[config.mk]
export PLATFORM = sky130hd
export DESIGN_NAME = fsplc_ctrl
export DESIGN_NICKNAME = d
export VERILOG_FILES = /design/src/rtl/fsplc_ctrl.v
export VERILOG_INCLUDE_DIRS = /design/src /design/src/rtl
export SDC_FILE = /design/constraint.sdc
export NUM_CORES = 2
export LEC_CHECK = 0
export BUFFER_PORTS_ARGS = -buffer_cell sky130_fd_sc_hd__buf_4
export CAP_MARGIN = 30
export CORE_MARGIN = 2
export CORE_UTILIZATION = 55
export DETAILED_ROUTE_END_ITERATION = 12
export PLACE_DENSITY = 0.82
export REMOVE_ABC_BUFFERS = 1
export SKIP_CTS_REPAIR_TIMING = 1
export SLEW_MARGIN = 20
export SYNTH_ARGS = -nofsm -noshare
export SYNTH_HDL_FRONTEND = slang
export SYNTH_SLANG_ARGS = --single-unit
[constraint.sdc]
create_clock -name sys_clk -period 5.1 [get_ports sys_clk]
set_input_delay 0.765 -clock sys_clk [delete_from_list [all_inputs] [get_ports sys_clk]]
set_output_delay 0.765 -clock sys_clk [all_outputs]
set_load 0.03 [all_outputs]
[src/rtl/fsplc_map.vh]
// constants for the flash self-program and lock controller
`ifndef FSPLC_MAP_VH
`define FSPLC_MAP_VH
`define FSPLC_CTRL_OFS 8'h57
`define FSPLC_CTRL_RST 8'h00
`define FSPLC_B_EN 0
`define FSPLC_B_ERS 1
`define FSPLC_B_WRT 2
`define FSPLC_B_LCK 3
`define FSPLC_B_REN 4
`define FSPLC_B_BUSY 6
`define FSPLC_CMD_FILL 5'h01
`define FSPLC_CMD_ERS 5'h03
`define FSPLC_CMD_WRT 5'h05
`define FSPLC_CMD_LCK 5'h09
`define FSPLC_CMD_REN 5'h11
`define FSPLC_ARM_CYC 3'h4
`define FSPLC_LOCK_RST 8'hff
`define FSPLC_PAGE_WORDS 128
`define FSPLC_OP_TIME_NS 32'd4000
`define FSPLC_CLK_NS 32'd10
`define FSPLC_OP_CYC (`FSPLC_OP_TIME_NS / `FSPLC_CLK_NS)
`define FSPLC_FUSE_RST 24'hffffff
`endif

[src/rtl/fsplc_ctrl.v]
// flash self-program sequencer with lock-bit access checks
`timescale 1ns/10ps
`include "fsplc_map.vh"
// Notes on behaviour
// - armed page write runs on store within four
// - page from pointer high bits, data ignored
// - write command clears on completion or lapse
// - stall cpu while no-read-while-write page busy
// - armed page erase runs on store within four
// - erase command clears on completion or lapse
// - store enable arms store for four cycles
// - plain store fills buffer word from data pair
// - store enable self-clears; held during operation
// - only five legal low-bit patterns take effect
// - lock bits return to one only by chip erase or reset
// - lock byte layout, one means unprogrammed
// - memory lock 10 refuses external programming
// - memory lock 00 refuses program and verify
// - app pair 10 blocks stores into app
// - app pair 00 blocks stores and boot loads
// - app pair 01 blocks boot loads only
// - app modes 00/01 mask interrupts in app when vectors are in boot
// - boot pair mirrors app pair rules
// - boot modes 00/01 mask interrupts in boot when vectors are in app
// - three fuse bytes, programmed reads zero
// - armed lock set writes lock bits from low data
// - rww operation sets busy, region unreadable
// - 128 word page, word index zero on write
module fsplc_ctrl (
  input wire sys_clk,
  input wire nrst,
  input wire ctrl_wr,
  input wire [7:0] ctrl_wdata,
  output wire [7:0] ctrl_rdata,
  input wire store_req,
  input wire [15:0] store_ptr,
  input wire [7:0] data_word_low_reg,
  input wire [7:0] data_word_high_reg,
  input wire load_req,
  input wire [15:0] load_ptr,
  input wire [15:0] exec_pc,
  input wire [15:0] boot_start,
  input wire vectors_in_boot,
  input wire chip_erase,
  input wire ext_prog_req,
  input wire ext_verify_req,
  input wire ext_fuse_req,
  input wire ext_boot_lock_req,
  output wire store_blocked,
  output wire load_blocked,
  output wire rww_read_blocked,
  output wire cpu_stall,
  output wire irq_mask,
  output wire ext_prog_refused,
  output wire ext_verify_refused,
  output wire ext_fuse_locked,
  output wire ext_boot_lock_locked,
  output reg [7:0] lock_byte_r,
  output reg [23:0] fuse_bytes_r,
  output reg flash_op_r,
  output reg flash_op_erase_r,
  output reg [8:0] flash_page_r,
  output reg [15:0] buf_rd_data_r,
  input wire [6:0] buf_rd_idx
);

localparam ST_IDLE = 2'd0;
localparam ST_ARMED = 2'd1;
localparam ST_BUSY = 2'd2;

reg [1:0] state_r;
reg [1:0] state_nxt;
reg [4:0] cmd_r;
reg [2:0] arm_cnt_r;
reg [15:0] op_cnt_r;
reg busy_rww_r;
reg op_no_read_while_write_region_r;
reg [15:0] page_buf [0:`FSPLC_PAGE_WORDS-1];
reg [`FSPLC_PAGE_WORDS-1:0] buf_vld_r;

////////////////////////////////////////////////////////////////////////////
// lock decode
wire [1:0] mem_lock = lock_byte_r[1:0];
wire [1:0] app_lock = lock_byte_r[3:2];
wire [1:0] boot_lock = lock_byte_r[5:4];
// pointers are byte addresses, boot_start is a word address
wire tgt_boot = {1'b0, store_ptr[15:1]} >= boot_start;
wire ld_boot = {1'b0, load_ptr[15:1]} >= boot_start;
wire pc_boot = exec_pc >= boot_start;

// stores: pairs 10 and 00 forbid writing the section
assign store_blocked = tgt_boot ? ~boot_lock[0] : ~app_lock[0];
// loads across sections: pairs 00 and 01 forbid it
assign load_blocked = load_req & (
  (pc_boot & ~ld_boot & ~app_lock[1]) |
  (~pc_boot & ld_boot & ~boot_lock[1]));
assign irq_mask = (~pc_boot & vectors_in_boot & ~app_lock[1]) |
  (pc_boot & ~vectors_in_boot & ~boot_lock[1]);
assign ext_prog_refused = ext_prog_req & ~mem_lock[0];
assign ext_fuse_locked = ext_fuse_req & ~mem_lock[0];
assign ext_verify_refused = ext_verify_req & (mem_lock == 2'b00);
assign ext_boot_lock_locked = ext_boot_lock_req & (mem_lock == 2'b00);
assign rww_read_blocked = busy_rww_r & load_req & ~ld_boot;

////////////////////////////////////////////////////////////////////////////
// command sequencing
wire legal = (ctrl_wdata[4:0] == `FSPLC_CMD_FILL) | (ctrl_wdata[4:0] == `FSPLC_CMD_ERS) |
  (ctrl_wdata[4:0] == `FSPLC_CMD_WRT) | (ctrl_wdata[4:0] == `FSPLC_CMD_LCK) |
  (ctrl_wdata[4:0] == `FSPLC_CMD_REN);
wire arm_now = ctrl_wr & legal & (state_r == ST_IDLE);
wire fire = (state_r == ST_ARMED) & store_req;
wire lapse = (state_r == ST_ARMED) & ~store_req & (arm_cnt_r == `FSPLC_ARM_CYC - 3'h1);
wire is_pg = (cmd_r == `FSPLC_CMD_ERS) | (cmd_r == `FSPLC_CMD_WRT);
// a page op into a locked section is dropped before it starts
wire pg_ok = fire & is_pg & ~store_blocked;
wire fill_ok = fire & (cmd_r == `FSPLC_CMD_FILL) & ~store_blocked;
wire op_done = (state_r == ST_BUSY) & (op_cnt_r == 16'h0001);
wire [31:0] op_cyc_full = `FSPLC_OP_CYC;

always @* begin
  state_nxt = state_r;
  case (state_r)
    ST_IDLE: begin
      if (arm_now)
        state_nxt = ST_ARMED;
    end
    ST_ARMED: begin
      if (pg_ok)
        state_nxt = ST_BUSY;
      else if (fire || lapse)
        state_nxt = ST_IDLE;
    end
    ST_BUSY: begin
      if (op_done)
        state_nxt = ST_IDLE;
    end
    default: state_nxt = ST_IDLE;
  endcase
end

always @(posedge sys_clk) begin
  if (!nrst) begin
    state_r <= ST_IDLE;
    cmd_r <= 5'h00;
    arm_cnt_r <= 3'h0;
    op_cnt_r <= 16'h0000;
    busy_rww_r <= 1'b0;
    op_no_read_while_write_region_r <= 1'b0;
    flash_op_r <= 1'b0;
    flash_op_erase_r <= 1'b0;
    flash_page_r <= 9'h000;
  end else begin
    state_r <= state_nxt;
    flash_op_r <= 1'b0;
    if (arm_now) begin
      cmd_r <= ctrl_wdata[4:0];
      arm_cnt_r <= 3'h0;
    end else if (state_r == ST_ARMED) begin
      arm_cnt_r <= arm_cnt_r + 3'h1;
    end
    if (state_nxt == ST_IDLE)
      cmd_r <= 5'h00;
    if (pg_ok) begin
      op_cnt_r <= op_cyc_full[15:0];
      // bit 0 byte, 7:1 buffer word, 15:8 page
      flash_page_r <= {1'b0, store_ptr[15:8]};
      op_no_read_while_write_region_r <= tgt_boot;
      flash_op_erase_r <= (cmd_r == `FSPLC_CMD_ERS);
      if (!tgt_boot)
        busy_rww_r <= 1'b1;
    end else if (state_r == ST_BUSY) begin
      op_cnt_r <= op_cnt_r - 16'h0001;
      flash_op_r <= op_done; // commit pulse at the end
    end
    // re-enable only takes while the flash is idle
    if (fire && cmd_r == `FSPLC_CMD_REN)
      busy_rww_r <= 1'b0;
    else if (fill_ok)
      busy_rww_r <= 1'b0;
  end
end

assign cpu_stall = (state_r == ST_BUSY) & op_no_read_while_write_region_r;

////////////////////////////////////////////////////////////////////////////
// page buffer; write commits clear it for the next fill
always @(posedge sys_clk) begin
  if (fill_ok)
    page_buf[store_ptr[7:1]] <= {data_word_high_reg, data_word_low_reg};
  buf_rd_data_r <= buf_vld_r[buf_rd_idx] ? page_buf[buf_rd_idx] : 16'hffff;
end

always @(posedge sys_clk) begin
  if (!nrst)
    buf_vld_r <= {`FSPLC_PAGE_WORDS{1'b0}};
  else if (op_done && !flash_op_erase_r)
    buf_vld_r <= {`FSPLC_PAGE_WORDS{1'b0}};
  else if (fill_ok)
    buf_vld_r[store_ptr[7:1]] <= 1'b1;
end

////////////////////////////////////////////////////////////////////////////
// lock and fuse storage
always @(posedge sys_clk) begin
  if (!nrst) begin
    lock_byte_r <= `FSPLC_LOCK_RST;
    fuse_bytes_r <= `FSPLC_FUSE_RST;
  end else if (chip_erase) begin
    lock_byte_r <= `FSPLC_LOCK_RST;
  end else if (fire && cmd_r == `FSPLC_CMD_LCK) begin
    // only programs bits toward zero
    lock_byte_r <= lock_byte_r & {2'b11, data_word_low_reg[5:0]};
  end
end

assign ctrl_rdata = {1'b0, busy_rww_r, 1'b0, cmd_r};

endmodule

==> impl_metrics.json <==
{
  "ff_latch_area_sq_um": 65260,
  "ant_nets": 0,
  "p_sw_uw": 8409,
  "dpl_cell_area_sq_um": 94340,
  "num_rows": 147,
  "drv_slew": 0,
  "yosys.cell_types.count": 79,
  "grt_pass1_vias": 50670,
  "r2r_end": "buf_vld_r[97]",
  "syn_area_sq_um": 88520,
  "tightest_slew_ns": 1.181,
  "finClkSkew_ns": 0.04792,
  "crit_required_ns": 4.34,
  "drc": 0,
  "fmax_mhz": 247.3,
  "clock-sinks": 2236,
  "slew_headroom_pct": 20.78,
  "crit_path_frequent_cell": "buf_4",
  "multi_input_area_sq_um": 22320,
  "netlist_instances": 4677,
  "async_reset_ff_share_pct": 0,
  "place.port_buffers": 147,
  "clock_latency_ns": 0.86,
  "viasPerCell": 7.014,
  "reg2reg_slack_ns": 1.56,
  "ir_worst_vdd_uv": 374.6,
  "die_w_microns": 405.2,
  "startpoint_type": "primary input",
  "synth_edf_count": 2048,
  "fin_crit_ns": 4.043,
  "wl_mm": 259.4,
  "track_usage_pct": 31.49,
  "grt_pass1_wl_mm": 364.8,
  "pwr-share-clk_pct": 40.5,
  "end_kind": "output pin",
  "r2r-start": "op_cnt_r[4]",
  "status": "finished clean",
  "final_area_sq_um": 101000,
  "arrival_ns": 3.28,
  "drive_above_1_share_pct": 27.35,
  "vias": 51930,
  "fp.dieArea_sq_um": 164200,
  "setup-violations-final": 0,
  "postSynthAreaPerCell_sq_um": 18.93,
  "clockBufferDepth": 3,
  "p_seq_share_pct": 53.3,
  "worstSetupPathType": "primary input to output pin",
  "cts_root_buf": "clkbuf_16",
  "cp_cell_sequence": "buf_4 -> inv_1 -> ha_1 -> nand2b_1 -> a211oi_1 -> o21bai_1 -> a221oi_1 -> o31ai_1 -> nor2_4 -> buf_4",
  "hold_viol": 0,
  "utilization_pct": 63.07,
  "cts_tree": "done",
  "core_sq_um": 160200,
  "hold_ws_ns": 0.1921,
  "ys_seq_area_share_pct": 73.73,
  "cpPeakStageDelay_ns": 0.59,
  "dp_hpwl_mm": 153.9,
  "worstSetupStartpoint": "store_ptr[1]",
  "p_per_area_nw_per_um2": 371.7,
  "grt_setup_unrepaired": "false",
  "wl_per_cell_microns": 35.04,
  "gp_congestion": 0.9502,
  "synth.yosys.warnings": 0,
  "hold_class": "primary input to flop",
  "fill_cells": 10100,
  "first_pass_iters": 6,
  "intPower_uw": 29150,
  "overflow": 0,
  "dp.cells": 7013,
  "power.share.combinational_pct": 6.2,
  "swShare_pct": 22.39,
  "cap_violations": 0,
  "hold-path-endpoint": "flash_page_r[5]",
  "critical_path.slowest_cell": "nor2_4",
  "path_clk_slew_ns": 0.06,
  "path_max_fanout": 14,
  "ys_ff_latch": 2236,
  "drt_iter0_drc": 9123,
  "die_h_microns": 405.2,
  "antenna_found_initial": 16,
  "cts_buffers": 203,
  "timing.final.crit_share_pct": 79.28,
  "fin_nets": 5218,
  "initial_core_util_pct": 55.25,
  "post_layout_nonfiller_instances": 7403,
  "grt_max_degree": 90,
  "hold_depth": 3,
  "p_leak_uw": 0.03276,
  "ys.flop_type": "edfxtp_1",
  "areaGrowthSynthToFinish_pct": 14.15,
  "rr_worst_depth": 9,
  "hp-start": "store_ptr[13]",
  "cts_max_level": 4,
  "pin_count": 182
}
==> metal layers <==
metal | track usage (%) | part of all wire [%] | wire length (microns)
met1 | 40.12 | 32 | 84150
met5 | 0 | 0.049 | 127
met4 | 16.83 | 6.8 | 17540
met3 | 9.968 | 15 | 37790
met2 | 48.63 | 46 | 119800
==> sequential cells by signal, indices dropped and copies added, names as in the netlist <==
signal	cells
state_r	2
op_cnt_r	16
arm_cnt_r	3
page_buf	2048
busy_rww_r	1
flash_op_r	1
buf_vld_r	128
op_no_read_while_write_region_r	1
buf_rd_data_r	16
lock_byte_r	6
cmd_r	5
flash_page_r	8
flash_op_erase_r	1
==> area by class of cell <==
class / count / area share (%)
Timing Repair Buffer: 480 / 3.975
Clock inverter: 117 / 1.233
Antenna cell: 8 / 0.01981
Clock buffer: 261 / 5.302
Sequential cell: 2236 / 64.59
Tap cell: 2160 / 2.675
Multi-Input combinational cell: 2112 / 22.09
Inverter: 29 / 0.1127
==> worst max-delay path, delay by kind of cell <==
| family | cells | cell delay, ns |
|---|---|---|
| AO/OA/AOI/OAI | 4 | 1.02 |
| adder cells (fa/ha/maj) | 1 | 0.28 |
| buffers and inverters | 3 | 0.46 |
| AND/OR/NAND/NOR | 2 | 0.73 |
==> metrics by stage <==
step | TNS, ns | power, uW | setup slack, ns
after floorplan | -7369.20 | 21250 | -3.501
after global placement | 0 | 22540 | 0.6972
after detailed placement | 0 | 22600 | 0.6275
after CTS | 0 | 37480 | 1.080
after global routing | 0 | 38230 | 0.8854
final | 0 | 37560 | 1.057
==> cells in the mapped netlist, types with 24 or more instances <==
cell / number / area share (%)
buf_2: 74 / 0.42
o21ai_0: 194 / 1.1
nor3_1: 27 / 0.15
nand2_1: 309 / 1.3
nand3_1: 66 / 0.37
a21oi_1: 64 / 0.36
mux2_2: 36 / 0.46
ha_1: 50 / 0.71
mux2i_1: 195 / 2.2
nor4_1: 137 / 0.97
o22ai_1: 55 / 0.39
a211oi_1: 33 / 0.28
dfxtp_1: 188 / 4.3
edfxtp_1: 2048 / 69
mux4_2: 478 / 12
buf_4: 71 / 0.60
nor2b_1: 34 / 0.24
inv_1: 28 / 0.12
a22oi_1: 24 / 0.20
clkbuf_1: 135 / 0.57
nor2_1: 87 / 0.37
==> logic make-up (layout without fill, tap and decap cells) <==
logic type	count (synthesis)	in the layout	synth area share [%]
buffers and inverters	356	887	2.175
AOI/OAI and AO/OA	533	533	3.845
adders and majority gates	51	51	0.7181
DFF	2236	2236	73.73
xor gates and xnor gates	17	17	0.1682
other	2	37	0.008484
muxes	720	720	15.15
and+or+nand+nor	762	762	4.204
==> power by group through the flow <==
stage | clock, uW | combinational, uW | sequential (uW)
floorplan | 0 | 823 | 20400
global placement | 0 | 2140 | 20400
detailed placement | 0 | 2200 | 20400
CTS | 15200 | 2230 | 20000
global route | 15900 | 2370 | 20000
finish | 15200 | 2340 | 20000
==> how the worst max path moves through the flow <==
stage | endpoint | slack [ns] | cells past startpoint
2_1_floorplan | page_buf[0][0] | -3.50 | 9
3_3_place_gp | page_buf[106][1] | 0.70 | 12
3_5_place_dp | page_buf[107][1] | 0.63 | 12
4_1_cts | store_blocked | 1.08 | 10
5_1_grt | store_blocked | 0.89 | 10
6_report | store_blocked | 1.06 | 10
==> cells in the final DEF, fill, tap and decap left out, types with 33 or more instances in the layout <==
cell type  Yosys  layout
nor2_1        87      81
clkbuf_1     135      52
o21ai_0      194     191
a211oi_1      33      33
buf_4         71     447
nor4_2         1     128
edfxtp_1    2048    2048
mux2_2        36      36
o22ai_1       55      55
mux2i_1      195     195
a21oi_1       64      64
dfxtp_1      188     188
nand3_1       66      65
mux4_2       478     478
nand2_1      309     306
clkbuf_16      0     203
ha_1          50      50
clkinv_1       1      46
Power figures use the tool's default switching activity.
